**config.mk**
```make
export PLATFORM = sky130hd
export DESIGN_NAME = fll_clock_synth_control
export DESIGN_NICKNAME = d
export VERILOG_FILES = /design/src/inc/fll_ctrl_pkg.sv /design/src/core/fll_clock_synth_control.sv
export SDC_FILE = /design/constraint.sdc
export NUM_CORES = 1
export LEC_CHECK = 0
export CORE_UTILIZATION = 40
export DETAILED_ROUTE_END_ITERATION = 16
export DONT_BUFFER_PORTS = 1
export PLACE_DENSITY = 0.58
export SYNTH_ARGS = -nofsm -noshare
export SYNTH_HDL_FRONTEND = slang
export SYNTH_SLANG_ARGS = --single-unit
```
**constraint.sdc**
```tcl
create_clock -name CLK_SYS -period 8.42 [get_ports CLK_SYS]
set_input_delay 1.684 -clock CLK_SYS [delete_from_list [all_inputs] [get_ports CLK_SYS]]
set_output_delay 1.684 -clock CLK_SYS [all_outputs]
set_load 0.02 [all_outputs]
```
**src/inc/fll_ctrl_pkg.sv**
```systemverilog
package fll_ctrl_pkg;
  // register indices; byte address is four times the index
  localparam logic [7:0]  IDX_ENABLE_CTRL   = 8'h74;
  localparam logic [7:0]  IDX_DIVIDER_CTRL  = 8'h75;
  localparam logic [7:0]  IDX_FRACTION_MULT = 8'h76;
  localparam logic [7:0]  IDX_INTEGER_GAIN  = 8'h77;
  localparam logic [7:0]  IDX_REF_SELECT    = 8'h78;
  localparam logic [7:0]  IDX_LOOP_STATUS   = 8'h7B;
  // enable control fields
  localparam int          POS_LOOP_ENABLE   = 0;
  localparam int          POS_OSC_ENABLE    = 1;
  localparam int          POS_FRAC_ENABLE   = 2;
  // divider control fields
  localparam int          POS_OUTDIV_LSB    = 8;
  localparam int          POS_CTRL_RATE_LSB = 4;
  localparam int          POS_FRATIO_LSB    = 0;
  localparam logic [5:0]  OUTDIV_MIN_CODE   = 6'h03;
  // integer multiplier and gain fields
  localparam int          POS_INT_MULT_LSB  = 5;
  localparam int          POS_GAIN_LSB      = 0;
  localparam logic [3:0]  GAIN_MAX_CODE     = 4'h8;
  // reference select fields
  localparam int          POS_REF_DIV_LSB   = 3;
  localparam int          POS_REF_SRC_LSB   = 0;
  // reset values
  localparam logic [2:0]  RST_ENABLE_CTRL   = 3'h0;
  localparam logic [5:0]  RST_OUTDIV        = 6'h00;
  localparam logic [2:0]  RST_CTRL_RATE     = 3'h0;
  localparam logic [2:0]  RST_FRATIO        = 3'h7;
  localparam logic [15:0] RST_FRACTION      = 16'h0000;
  localparam logic [9:0]  RST_INT_MULT      = 10'h007;
  localparam logic [3:0]  RST_GAIN          = 4'h0;
  localparam logic [1:0]  RST_REF_DIV       = 2'h0;
  localparam logic [1:0]  RST_REF_SRC       = 2'h0;
  // reference source codes
  typedef enum logic [1:0] {
    SRC_MASTER = 2'h0,
    SRC_BIT    = 2'h1,
    SRC_FRAME  = 2'h2,
    SRC_NONE   = 2'h3
  } ref_source_t;
endpackage : fll_ctrl_pkg

```
**src/core/fll_clock_synth_control.sv**
```systemverilog
`timescale 1ns/10ps
module fll_clock_synth_control #(
  parameter int ERR_W = 16
) (
  input  wire logic                 CLK_SYS,
  input  wire logic                 RESET,
  input  wire logic                 CE,
  input  wire logic                 PSEL,
  input  wire logic                 PENABLE,
  input  wire logic                 PWRITE,
  input  wire logic [11:0]          PADDR,
  input  wire logic [31:0]          PWDATA,
  output logic      [31:0]          PRDATA,
  output logic                      PREADY,
  output logic                      PSLVERR,
  input  wire logic                 MASTER_CLK,
  input  wire logic                 BIT_CLK,
  input  wire logic                 FRAME_CLK,
  input  wire logic                 OSC_TICK,
  input  wire logic signed [ERR_W-1:0] LOOP_ERROR,
  output logic                      OSC_RUN,
  output logic                      LOOP_RUN,
  output logic                      FRACTIONAL_MODE,
  output logic                      REF_TICK,
  output logic                      CONTROL_TICK,
  output logic                      LOOP_OUTPUT_CLOCK,
  output logic      [29:0]          TARGET_RATIO,
  output logic signed [ERR_W+7:0]   SCALED_ERROR
);

  // register state
  logic [2:0]  enable_reg,    enable_next;
  logic [5:0]  outdiv_reg,    outdiv_next;
  logic [2:0]  rate_reg,      rate_next;
  logic [2:0]  fratio_reg,    fratio_next;
  logic [15:0] fraction_reg,  fraction_next;
  logic [9:0]  intmult_reg,   intmult_next;
  logic [3:0]  gain_reg,      gain_next;
  logic [1:0]  refdiv_reg,    refdiv_next;
  logic [1:0]  refsrc_reg,    refsrc_next;
  logic [31:0] rdata_reg,     rdata_next;
  // datapath state
  logic        ref_prev_reg,  ref_prev_next;
  logic [2:0]  ref_cnt_reg,   ref_cnt_next;
  logic        ref_tick_reg,  ref_tick_next;
  logic [2:0]  rate_cnt_reg,  rate_cnt_next;
  logic        ctrl_tick_reg, ctrl_tick_next;
  logic [5:0]  out_cnt_reg,   out_cnt_next;
  logic        out_clk_reg,   out_clk_next;
  logic [29:0] target_reg,    target_next;
  logic signed [ERR_W+7:0] err_reg, err_next;

  logic [7:0]  index;
  logic        mapped;
  logic        wr_en;
  logic        ref_level;
  logic        ref_rise;
  logic [2:0]  ref_limit;
  logic [4:0]  ratio_value;
  logic [3:0]  gain_eff;
  logic        osc_on;
  logic        reserved_seen;
  logic [4:0]  status_word;

  // address decode
  assign index  = PADDR[9:2];
  assign mapped = (PADDR[1:0] == 2'h0) && (PADDR[11:10] == 2'h0) &&
                  ((index >= fll_ctrl_pkg::IDX_ENABLE_CTRL &&
                    index <= fll_ctrl_pkg::IDX_REF_SELECT) ||
                   index == fll_ctrl_pkg::IDX_LOOP_STATUS);
  assign wr_en  = CE && PSEL && PENABLE && PWRITE && mapped;

  // bus handshake; registered read data
  assign PREADY  = CE;
  assign PSLVERR = PSEL && PENABLE && !mapped;
  assign PRDATA  = rdata_reg;

  // oscillator needed by free-running or locked loop
  assign osc_on = enable_reg[fll_ctrl_pkg::POS_OSC_ENABLE] ||
                  enable_reg[fll_ctrl_pkg::POS_LOOP_ENABLE];
  // reserved output divider or reference code in use
  assign reserved_seen = (outdiv_reg < fll_ctrl_pkg::OUTDIV_MIN_CODE) ||
                         (refsrc_reg == fll_ctrl_pkg::SRC_NONE);

  // status word for software
  assign status_word = {reserved_seen, out_clk_reg, ref_level, LOOP_RUN, osc_on};

  // register writes
  always_comb begin
    enable_next   = enable_reg;
    outdiv_next   = outdiv_reg;
    rate_next     = rate_reg;
    fratio_next   = fratio_reg;
    fraction_next = fraction_reg;
    intmult_next  = intmult_reg;
    gain_next     = gain_reg;
    refdiv_next   = refdiv_reg;
    refsrc_next   = refsrc_reg;
    if (wr_en) begin
      if (index == fll_ctrl_pkg::IDX_ENABLE_CTRL) begin
        enable_next = PWDATA[2:0];
      end else if (index == fll_ctrl_pkg::IDX_DIVIDER_CTRL) begin
        outdiv_next = PWDATA[fll_ctrl_pkg::POS_OUTDIV_LSB +: 6];
        rate_next   = PWDATA[fll_ctrl_pkg::POS_CTRL_RATE_LSB +: 3];
        fratio_next = PWDATA[fll_ctrl_pkg::POS_FRATIO_LSB +: 3];
      end else if (index == fll_ctrl_pkg::IDX_FRACTION_MULT) begin
        fraction_next = PWDATA[15:0];
      end else if (index == fll_ctrl_pkg::IDX_INTEGER_GAIN) begin
        intmult_next = PWDATA[fll_ctrl_pkg::POS_INT_MULT_LSB +: 10];
        gain_next    = PWDATA[fll_ctrl_pkg::POS_GAIN_LSB +: 4];
      end else if (index == fll_ctrl_pkg::IDX_REF_SELECT) begin
        refdiv_next = PWDATA[fll_ctrl_pkg::POS_REF_DIV_LSB +: 2];
        refsrc_next = PWDATA[fll_ctrl_pkg::POS_REF_SRC_LSB +: 2];
      end
    end
  end

  // read capture in the setup cycle
  always_comb begin
    rdata_next = rdata_reg;
    if (CE && PSEL && !PENABLE) begin
      rdata_next = 32'h0000_0000;
      if (index == fll_ctrl_pkg::IDX_ENABLE_CTRL) begin
        rdata_next[2:0] = enable_reg;
      end else if (index == fll_ctrl_pkg::IDX_DIVIDER_CTRL) begin
        rdata_next[fll_ctrl_pkg::POS_OUTDIV_LSB +: 6]    = outdiv_reg;
        rdata_next[fll_ctrl_pkg::POS_CTRL_RATE_LSB +: 3] = rate_reg;
        rdata_next[fll_ctrl_pkg::POS_FRATIO_LSB +: 3]    = fratio_reg;
      end else if (index == fll_ctrl_pkg::IDX_FRACTION_MULT) begin
        rdata_next[15:0] = fraction_reg;
      end else if (index == fll_ctrl_pkg::IDX_INTEGER_GAIN) begin
        rdata_next[fll_ctrl_pkg::POS_INT_MULT_LSB +: 10] = intmult_reg;
        rdata_next[fll_ctrl_pkg::POS_GAIN_LSB +: 4]      = gain_reg;
      end else if (index == fll_ctrl_pkg::IDX_REF_SELECT) begin
        rdata_next[fll_ctrl_pkg::POS_REF_DIV_LSB +: 2] = refdiv_reg;
        rdata_next[fll_ctrl_pkg::POS_REF_SRC_LSB +: 2] = refsrc_reg;
      end else if (index == fll_ctrl_pkg::IDX_LOOP_STATUS) begin
        rdata_next[4:0] = status_word;
      end
    end
  end

  always_ff @(posedge CLK_SYS or posedge RESET) begin
    if (RESET) begin
      enable_reg   <= fll_ctrl_pkg::RST_ENABLE_CTRL;
      outdiv_reg   <= fll_ctrl_pkg::RST_OUTDIV;
      rate_reg     <= fll_ctrl_pkg::RST_CTRL_RATE;
      fratio_reg   <= fll_ctrl_pkg::RST_FRATIO;
      fraction_reg <= fll_ctrl_pkg::RST_FRACTION;
      intmult_reg  <= fll_ctrl_pkg::RST_INT_MULT;
      gain_reg     <= fll_ctrl_pkg::RST_GAIN;
      refdiv_reg   <= fll_ctrl_pkg::RST_REF_DIV;
      refsrc_reg   <= fll_ctrl_pkg::RST_REF_SRC;
    end else if (CE) begin
      enable_reg   <= enable_next;
      outdiv_reg   <= outdiv_next;
      rate_reg     <= rate_next;
      fratio_reg   <= fratio_next;
      fraction_reg <= fraction_next;
      intmult_reg  <= intmult_next;
      gain_reg     <= gain_next;
      refdiv_reg   <= refdiv_next;
      refsrc_reg   <= refsrc_next;
    end
  end

  // read data register
  always_ff @(posedge CLK_SYS or posedge RESET) begin
    if (RESET) begin
      rdata_reg <= 32'h0000_0000;
    end else if (CE) begin
      rdata_reg <= rdata_next;
    end
  end

  // reference mux, edge detect and pre-divider
  always_comb begin
    case (refsrc_reg)
      fll_ctrl_pkg::SRC_MASTER: ref_level = MASTER_CLK;
      fll_ctrl_pkg::SRC_BIT:    ref_level = BIT_CLK;
      fll_ctrl_pkg::SRC_FRAME:  ref_level = FRAME_CLK;
      default:                  ref_level = 1'b0;                     // reserved: no reference
    endcase
    ref_rise      = ref_level && !ref_prev_reg;
    ref_limit     = 3'((4'h1 << refdiv_reg) - 4'h1);
    ref_prev_next = ref_level;
    ref_cnt_next  = ref_cnt_reg;
    ref_tick_next = 1'b0;
    if (!LOOP_RUN) begin
      ref_cnt_next = 3'h0;
    end else if (ref_rise) begin
      if (ref_cnt_reg >= ref_limit) begin
        ref_cnt_next  = 3'h0;
        ref_tick_next = 1'b1;
      end else begin
        ref_cnt_next = ref_cnt_reg + 3'h1;
      end
    end
  end

  // oscillator-side dividers: control rate and output clock
  always_comb begin
    rate_cnt_next  = rate_cnt_reg;
    ctrl_tick_next = 1'b0;
    out_cnt_next   = out_cnt_reg;
    out_clk_next   = 1'b0;
    if (!osc_on) begin
      rate_cnt_next = 3'h0;
      out_cnt_next  = 6'h00;
    end else if (OSC_TICK) begin
      if (rate_cnt_reg >= rate_reg) begin
        rate_cnt_next  = 3'h0;
        ctrl_tick_next = 1'b1;
      end else begin
        rate_cnt_next = rate_cnt_reg + 3'h1;
      end
      if (outdiv_reg < fll_ctrl_pkg::OUTDIV_MIN_CODE) begin
        out_cnt_next = 6'h00;                                         // reserved codes stall
      end else if (out_cnt_reg >= outdiv_reg) begin
        out_cnt_next = 6'h00;
        out_clk_next = 1'b1;
      end else begin
        out_cnt_next = out_cnt_reg + 6'h01;
      end
    end
  end

  // target ratio and scaled loop error
  always_comb begin
    ratio_value = fratio_reg[2] ? 5'h10 : 5'(5'h1 << fratio_reg[1:0]);
    target_next = 30'({4'h0, intmult_reg, fraction_reg}) * 30'(ratio_value);
    gain_eff    = (gain_reg > fll_ctrl_pkg::GAIN_MAX_CODE) ?
                  fll_ctrl_pkg::GAIN_MAX_CODE : gain_reg;
    err_next    = err_reg;
    if (!LOOP_RUN) begin
      err_next = '0;
    end else if (ctrl_tick_reg) begin
      err_next = (ERR_W+8)'(LOOP_ERROR) <<< gain_eff;
    end
  end

  // reference state registers
  always_ff @(posedge CLK_SYS or posedge RESET) begin
    if (RESET) begin
      ref_prev_reg  <= 1'b0;
      ref_cnt_reg   <= 3'h0;
      ref_tick_reg  <= 1'b0;
    end else if (CE) begin
      ref_prev_reg  <= ref_prev_next;
      ref_cnt_reg   <= ref_cnt_next;
      ref_tick_reg  <= ref_tick_next;
    end
  end

  // oscillator-side registers
  always_ff @(posedge CLK_SYS or posedge RESET) begin
    if (RESET) begin
      rate_cnt_reg  <= 3'h0;
      ctrl_tick_reg <= 1'b0;
      out_cnt_reg   <= 6'h00;
      out_clk_reg   <= 1'b0;
    end else if (CE) begin
      rate_cnt_reg  <= rate_cnt_next;
      ctrl_tick_reg <= ctrl_tick_next;
      out_cnt_reg   <= out_cnt_next;
      out_clk_reg   <= out_clk_next;
    end
  end

  // target and error registers
  always_ff @(posedge CLK_SYS or posedge RESET) begin
    if (RESET) begin
      target_reg    <= 30'h0000_0000;
      err_reg       <= '0;
    end else if (CE) begin
      target_reg    <= target_next;
      err_reg       <= err_next;
    end
  end

  // analog-side controls
  assign OSC_RUN           = osc_on;
  assign LOOP_RUN          = enable_reg[fll_ctrl_pkg::POS_LOOP_ENABLE];
  assign FRACTIONAL_MODE   = enable_reg[fll_ctrl_pkg::POS_FRAC_ENABLE];
  assign REF_TICK          = ref_tick_reg;
  assign CONTROL_TICK      = ctrl_tick_reg;
  assign LOOP_OUTPUT_CLOCK = out_clk_reg;
  assign TARGET_RATIO      = target_reg;
  assign SCALED_ERROR      = err_reg;

endmodule : fll_clock_synth_control

```
=== Word-level counts from Yosys, hierarchy flattened ===
Index checks and enable logic that the tools add are counted.

* ROM bits: 0
* Memories: 0
* RAM bits: 0
* Output and inout port bits: 94
* Input bits: 70
* Flip-flop bits (word level): 135
* Bits in latches: 0
* Logic and storage cells: 121

* Div/mod/pow operators: 0
* Muxes and demuxes: 42
* Multipliers: 1
* Order comparisons: 7
* Add/sub/neg operators: 4
* Reduce and logical (&&, ||, !) cells: 29
* Shift-type cells: 3
* Bitwise operators: 4
* Eq/ne operators: 12

{| class="wikitable"
|+ Operator list
! cell !! number
|-
| 8-bit by 7-bit == test with 1-bit output, second input constant || 6
|-
| 24-bit 2-to-1 mux || 2
|-
| 26-bit by 5-bit multiplier with 30-bit output || 1
|-
| 6-bit 2-to-1 mux || 5
|-
| 3-bit 2-to-1 mux || 9
|-
| 16-bit by 4-bit <<< shifter with 24-bit output || 1
|-
| 1-bit 2-to-1 mux || 15
|-
| 15-bit 2-to-1 mux || 1
|-
| 13-bit 2-to-1 mux || 1
|-
| 1-bit logical AND || 11
|-
| 10-bit 2-to-1 mux || 1
|-
| 5-bit 2-to-1 mux || 2
|-
| 8-bit by 7-bit greater-or-equal comparator with 1-bit output, second input constant || 1
|-
| 8-bit by 7-bit <= comparator with 1-bit output, second input constant || 1
|-
| 4-bit 2-to-1 mux || 2
|-
| 2-bit AND reduction || 4
|-
| 7-bit AND reduction || 1
|-
| 3-bit by 1-bit adder with 3-bit output, second input constant || 2
|-
| 6-bit by 1-bit adder with 6-bit output, second input constant || 1
|-
| 3-bit greater-or-equal comparator || 2
|-
| 6-bit greater-or-equal comparator || 1
|-
| 2-bit logical NOT || 3
|-
| 6-bit by 2-bit < comparator with 1-bit output, second input constant || 1
|-
| 2-bit 2-to-1 mux || 3
|-
| other kinds (16) || 25
|}

=== Logic depth before layout (Yosys ltp) ===
Gate-level depths: netlist of the first run.

* Depth after elaboration: 8
* Gate-level depth with buffers: 18
* Depth with buffers taken out: 16

=== Worst setup path after synthesis of the first run ===
No wires, ideal clock.

* Path type: register -> register
* Start point: register fratio_reg[1]
* End point: register target_reg[26] (netlist: TARGET_RATIO[26])
* Setup slack: 3582 ps
* Cell stages (with the launch flop): 17
* Clock period less this slack: 4838 ps
* Setup time: 131 ps
* Data arrival time: 4707 ps
* Path buffers: 1
* Data required time: 8289 ps
* Cell sequence: dfstp_2 -> nor3b_1 -> clkbuf_1 -> and2_1 -> fa_1 -> fa_1 -> inv_1 -> fa_1 -> inv_1 -> ha_1 -> and2_1 -> a311o_1 -> a21oi_1 -> o31ai_1 -> a31oi_1 -> nor4b_1 -> or3_1

* Cells in the longest elaborated chain, start to end: 3

{| class="wikitable"
|+ Ends and longest elaborated chain
! element !! line !! RTL
|-
| start, declared || fll_clock_synth_control.sv:35 || <nowiki>logic [2:0] fratio_reg, fratio_next;</nowiki>
|-
| start signal, assigned || fll_clock_synth_control.sv:148 || <nowiki>fratio_reg <= fll_ctrl_pkg::RST_FRATIO;</nowiki>
|-
| start signal, assigned || fll_clock_synth_control.sv:158 || <nowiki>fratio_reg <= fratio_next;</nowiki>
|-
| 1-bit by 2-bit left shift with 5-bit output || fll_clock_synth_control.sv:230 || <nowiki>ratio_value = fratio_reg[2] ? 5'h10 : 5'(5'h1 << fratio_reg[1:0]);</nowiki>
|-
| 5-bit 2-to-1 mux || fll_clock_synth_control.sv:230 ||
|-
| 26-bit by 5-bit multiplier with 30-bit output || fll_clock_synth_control.sv:231 || <nowiki>target_next = 30'({4'h0, intmult_reg, fraction_reg}) * 30'(ratio_value);</nowiki>
|-
| end signal, assigned || fll_clock_synth_control.sv:276 || <nowiki>target_reg <= target_next;</nowiki>
|-
| end, declared || fll_clock_synth_control.sv:50 || <nowiki>logic [29:0] target_reg, target_next;</nowiki>
|}

No other way between the ends.
A chain may end at the register's enable or synchronous reset.

=== Worst setup path after layout of the first run ===
* Start point: register fratio_reg[2]
* End point: register target_reg[26] (netlist: TARGET_RATIO[26])

* Cells in the longest elaborated chain, start to end: 2

{| class="wikitable"
|+ Ends and longest elaborated chain
! element !! line
|-
| 5-bit 2-to-1 mux || fll_clock_synth_control.sv:230
|-
| 26-bit by 5-bit multiplier with 30-bit output || fll_clock_synth_control.sv:231
|}

No other way between the ends.

==> results of run 1 <==
==> cell families (layout without fill, tap and decap cells) <==
kind of cell,count (synthesis),after routing,share of synthesized area
xor gates and xnor gates,20,20,0.01582
DFF,135,135,0.3057
adders and majority gates,124,124,0.1882
muxes,115,115,0.1244
AOI/OAI and AO/OA,220,220,0.1268
and+or+nand+nor,354,354,0.1682
other,1,16,0.0003386
buffers and inverters,181,152,0.07050
==> cell type report <==
| class | instances | area (sq um) |
|---|---|---|
| Inverter | 114 | 432.9 |
| Timing Repair Buffer | 6 | 45.04 |
| Tap cell | 341 | 426.7 |
| Fill cell | 2587 | 15170 |
| Clock buffer | 17 | 425.4 |
| Multi-Input combinational cell | 849 | 6988 |
| Clock inverter | 15 | 153.9 |
| Sequential cell | 135 | 3386 |
==> where the power goes <==
group	switching, uW	internal [uW]
registers	2.08	650
clock network	349	394
logic	38.9	15.4
total	390	1060
==> worst max-delay path: stages (launching register included) <==
cell and delay (ns):
dfstp_2 0.92, and3b_1 0.55, and2_1 0.33, fa_1 0.48
fa_1 0.54, inv_1 0.05, fa_1 0.59, inv_1 0.08
ha_1 0.36, a21oi_1 0.16, nand2_1 0.09, a211oi_2 0.48
o31ai_1 0.18, a31oi_1 0.37, nor4b_1 0.09, or3_1 0.37
==> Yosys cell counts (all sizes together), types with 9 or more instances <==
master and instances:
a211oi 9, a21o 14, a21oi 60, a22oi 10
and2 100, buf 28, clkbuf 39, dfrtp 129
fa 71, ha 53, inv 112, mux2 77
mux2i 36, nand2 114, nand2b 14, nand3 16
nor2 52, nor3 11, o21ai 57, xnor2 16
==> through the flow <==
step           worst slack (ns)  hold WS, ns  cells  utilization  total power, uW
5_1_grt                   2.312       0.5211   1477       0.4388             1500
4_1_cts                   2.633       0.5030   1477       0.4388             1464
2_1_floorplan             3.135       0.4716   1165            -            720.5
6_report                  2.631       0.5017   1477       0.4388             1449
3_3_place_gp              2.666       0.4806   1445       0.4173            719.0
3_5_place_dp              2.642       0.4880   1445       0.4173            719.1
==> worst paths after layout <==
path / start / end / slack [ns]
setup / recovery: fratio_reg[2] / TARGET_RATIO[26] / 2.63
hold / removal: ref_prev_reg / ref_prev_reg / 0.50
setup reg to reg: fratio_reg[2] / TARGET_RATIO[26] / 2.63
hold reg to reg: ref_prev_reg / ref_prev_reg / 0.50
max in group asynchronous: RESET / PRDATA[11] / 5.94
min in group asynchronous: RESET / TARGET_RATIO[4] / 1.23
==> per-layer routing <==
layer  GRT usage  up-vias  routed length (um)  part of all wire
met2      0.3278      192               12640              0.46
met4     0.06126        0                 507             0.018
li1            -     3838                   -                 -
met3     0.04537       32                1343             0.049
met1      0.2700     4027               12960              0.47
met5           0        -                   0                 0
==> results.toml, run 1 <==
[setup_path]
crit_path_start_kind = "flip-flop"
setup.worst_path.end_class = "flip-flop"
arrival_ns = 6.10
crit_path_max_fanout = 32
worstSetupPathType = "flip-flop to flip-flop"
reg2regPathDepth = 15
cp_data_required_time_ns = 8.73

[clock_network]
insertion_delay_ns = 0.44
clk_path_buf_depth = 2
cts_tree = "done"
cts_hold_buf = 0
h-tree-depth = 4
cts_buffers = 17
post_cts_resized = 0
cts_root_buf = "clkbuf_16"
cts_num_sinks = 135
clkTransAtPathRegs_ns = 0.07
postCtsSetupBuffers = 0

[cells_and_area]
syn_to_final_growth_pct = 7.072
stdcell_area_sq_um = 11860
drive_gt1_frac = 0.1224
final_cell_mix = "129 x dfrtp_1, 112 x nand2_1, 111 x inv_1"
diodes = 0
final_common_cell = "dfrtp_1"
nNetsFinal = 1317
largest_reg_flops = 30

[sta]
fin_skew_ns = 0.01495
worstMarginPinSlew_ns = 1.063
post-route-min-period_ns = 5.789
slew_viol_final = 0
tns_ns = 0
clock.fmax_mhz = 172.8
finalSetupViolCount = 0
slew-limit-headroom = 0.2910
hold_viol_final = 0
rsz0062_at_grt = "no"
fin_crit_sh = 0.6875

[synthesis]
yosysWarnings = 0
ys_types = 75
synth_top_area_share = 0.2915
syn_area_sq_um = 11070
synth-edff-count = 0
yosys-top-cells-area = "dfrtp_1 29%, fa_1 13%, ha_1 6.0%"
ys.flop_type = "dfrtp_1"
synth_seq_cells = 135
synth_cells = 1150
yosys.area.top_type = "dfrtp_1"
async_flop_share = 1.000
avgSynthCellArea_sq_um = 9.630
yosysSeqAreaShare = 0.3057

[pwr]
cellLeakagePower_uw = 0.005801
ir_drop_mv = 0.1244
p_per_area_nw_per_um2 = 122.2

[floorplanning]
fp.coreArea_sq_um = 27030
num_io_pins = 164
start_util = 0.4098
rows = 60
dieWidth_um = 168.4
die_y_um = 168.4
die-area_sq_um = 28360

[detailed_routing]
drc = 0
dr.first_iter.drc_count = 523
final_antenna_net_count = 0
finalWirelength_um = 27450
via_per_inst = 5.477
route.detailed.wl_per_inst_um = 18.59
dr.pass1.iters = 5
num_vias = 8089

[grt]
grt_pass1_vias = 8273
grt_max_degree = 77
grt_pass1_wl_um = 44920
grt_usage = 0.2026
antenna_found_initial = 0
overflow = 0

[min_path]
hp-class = "flip-flop to flip-flop"
whs_path_depth = 1

[flow_run]
maxCapViolations = 0

[placed_design]
gp_congestion = 0.8375
portBuffers = 0
place_hpwl_um = 20520
detailed_place.area_sq_um = 11280

[outcome]
outcome = "complete, no violations"
Note: power is estimated with default switching activity, not from simulation.
==> run 2: changes to the inputs <==
Settings changed: PLACE_DENSITY 0.58 to 0.6.
Clock period 8.42 ns to 5.1 ns, I/O delays scaled along.
==> run 2 against run 1 <==
Net effect:
- flip-flop and latch count stayed put
- die area unchanged
- sequential share of layout area shrank 0.80 points
- global-route usage up 0.13 points
- clock-buffer cell count did not move
- largest cell class unchanged
- largest power group unchanged
==> results.toml, run 2 (synthesized netlist as in run 1, its figures left out) <==
[clock_network]
h-tree-depth = 4
cts_num_sinks = 135
cts_buffers = 17
clk_path_buf_depth = 2
insertion_delay_ns = 0.44
cts_root_buf = "clkbuf_16"
clkTransAtPathRegs_ns = 0.07
cts_tree = "done"

[detailed_routing]
dr.first_iter.drc_count = 439
finalWirelength_um = 27490
route.detailed.wl_per_inst_um = 18.14
drc = 0
via_per_inst = 5.376
num_vias = 8145
final_antenna_net_count = 0
dr.pass1.iters = 5

[sta]
fin_skew_ns = 0.01764
finalSetupViolCount = 0
slew-limit-headroom = 0.2859
hold_viol_final = 0
worstMarginPinSlew_ns = 1.071
post-route-min-period_ns = 4.891
clock.fmax_mhz = 204.5
slew_viol_final = 0
fin_crit_sh = 0.9590

[cells_and_area]
nFillCells = 2580
nNetsFinal = 1355
fin_util = 0.4514
largest_reg_flops = 30
final_cell_mix = "129 x dfrtp_1, 112 x nand2_1, 111 x inv_1"
final_common_cell = "dfrtp_1"
syn_to_final_growth_pct = 10.16
drive_gt1_frac = 0.1550
diodes = 0

[outcome]
outcome = "complete, no violations"

[grt]
grt_usage = 0.2039
grt_pass1_wl_um = 45730
antenna_found_initial = 0
grt_max_degree = 105
overflow = 0
grt_pass1_vias = 8422
met3_usage = 0.03949
grt_busiest_layer = "met2"
grtUsageMet2 = 0.3320
use_met1 = 0.2755

[setup_path]
crit_path_max_fanout = 26
reg2regPathDepth = 16
arrival_ns = 5.17
r2r_slack_ns = 0.21
r2r_start = "fratio_reg[1]"
regToRegEndpoint = "TARGET_RATIO[25]"
crit_path_start_kind = "flip-flop"
setup.worst_path.end_class = "flip-flop"
cp_data_required_time_ns = 5.38
worstSetupPathType = "flip-flop to flip-flop"

[pwr]
cellLeakagePower_uw = 0.006004
p_total_uw = 2421
p_per_area_nw_per_um2 = 198.4
ir_drop_mv = 0.2040

[min_path]
whs_endpoint = "ref_prev_reg"
min-delay-start = "ref_prev_reg"
whs_path_depth = 1
hp-class = "flip-flop to flip-flop"

[floorplanning]
dieWidth_um = 168.4
die_y_um = 168.4
fp.coreArea_sq_um = 27030
start_util = 0.4098
die-area_sq_um = 28360
num_io_pins = 164
rows = 60

[placed_design]
portBuffers = 0
gp_congestion = 0.8541
place_hpwl_um = 20730

[flow_run]
maxCapViolations = 0
-- run 2: stage by stage --
stage / instances / TNS (ns) / cell area, sq um / hold WS (ns) / worst slack, ns
after global routing: 1515 / -0.0003109 / 12200 / 0.5188 / -0.0003109
final: 1515 / 0 / 12200 / 0.5046 / 0.2091
after CTS: 1515 / 0 / 12170 / 0.5023 / 0.0003721
after detailed placement: 1483 / 0 / 11580 / 0.4872 / 0.03241
after floorplan: 1165 / 0 / 11130 / 0.4716 / 0.2619
after global placement: 1483 / 0 / 11580 / 0.4808 / 0.1211
-- run 2: final cells by class --
type,count,area [sq um],share of cell area
Clock buffer,17,425.4,0.03487
Clock inverter,15,157.7,0.01292
Inverter,114,432.9,0.03549
Multi-Input combinational cell,849,7015,0.5751
Sequential cell,135,3386,0.2775
Tap cell,341,426.7,0.03497
Timing Repair Buffer,44,355.3,0.02913
-- run 2: critical path, stage by stage, from the launching register on --
cell,delay (ns)
dfstp_2,0.60
nor3b_2,0.26
buf_12,0.21
and2_1,0.15
fa_1,0.44
fa_1,0.54
inv_1,0.05
fa_1,0.53
inv_1,0.05
ha_1,0.30
a21o_1,0.18
a311o_1,0.40
nand3_1,0.12
a21oi_1,0.13
o31ai_1,0.39
mux2i_1,0.22
o311ai_0,0.15
-- run 2: how the worst max path moves through the flow --
stage,slack (ns),start,endpoint,depth (start not counted)
after global placement,0.12,fratio_reg[1],TARGET_RATIO[25],16
final,0.21,fratio_reg[1],TARGET_RATIO[25],16
after detailed placement,0.03,fratio_reg[1],TARGET_RATIO[25],16
after floorplan,0.26,fratio_reg[1],TARGET_RATIO[26],16
after CTS,0.0004,fratio_reg[1],TARGET_RATIO[25],16
after global routing,-0.0003,fratio_reg[1],TARGET_RATIO[25],16
-- run 2: routing by layer --
metal / vias up / share of wire / wire length [um]
met3: 29 / 0.047 / 1292
li1: 3901 / - / -
met5: - / 0 / 0
met2: 204 / 0.46 / 12730
met4: 0 / 0.015 / 418
met1: 4011 / 0.47 / 13040
-- run 2: timing repair --
action / in CTS / in global routing
endpoints found under the setup margin: 0 / 10
hold buffers: 0 / 0
resized for setup: 0 / 7
setup buffers: 0 / 0
-- run 2: report_power, final --
| group | total (uW) | leakage [uW] | internal [uW] | switching [uW] |
|---|---|---|---|---|
| sequential | 1080 | 0.00185 | 1070 | 3.55 |
| clock | 1250 | 0.000287 | 693 | 561 |
| combinational | 90.1 | 0.00387 | 25.9 | 64.3 |
| total | 2420 | 0.00600 | 1790 | 629 |
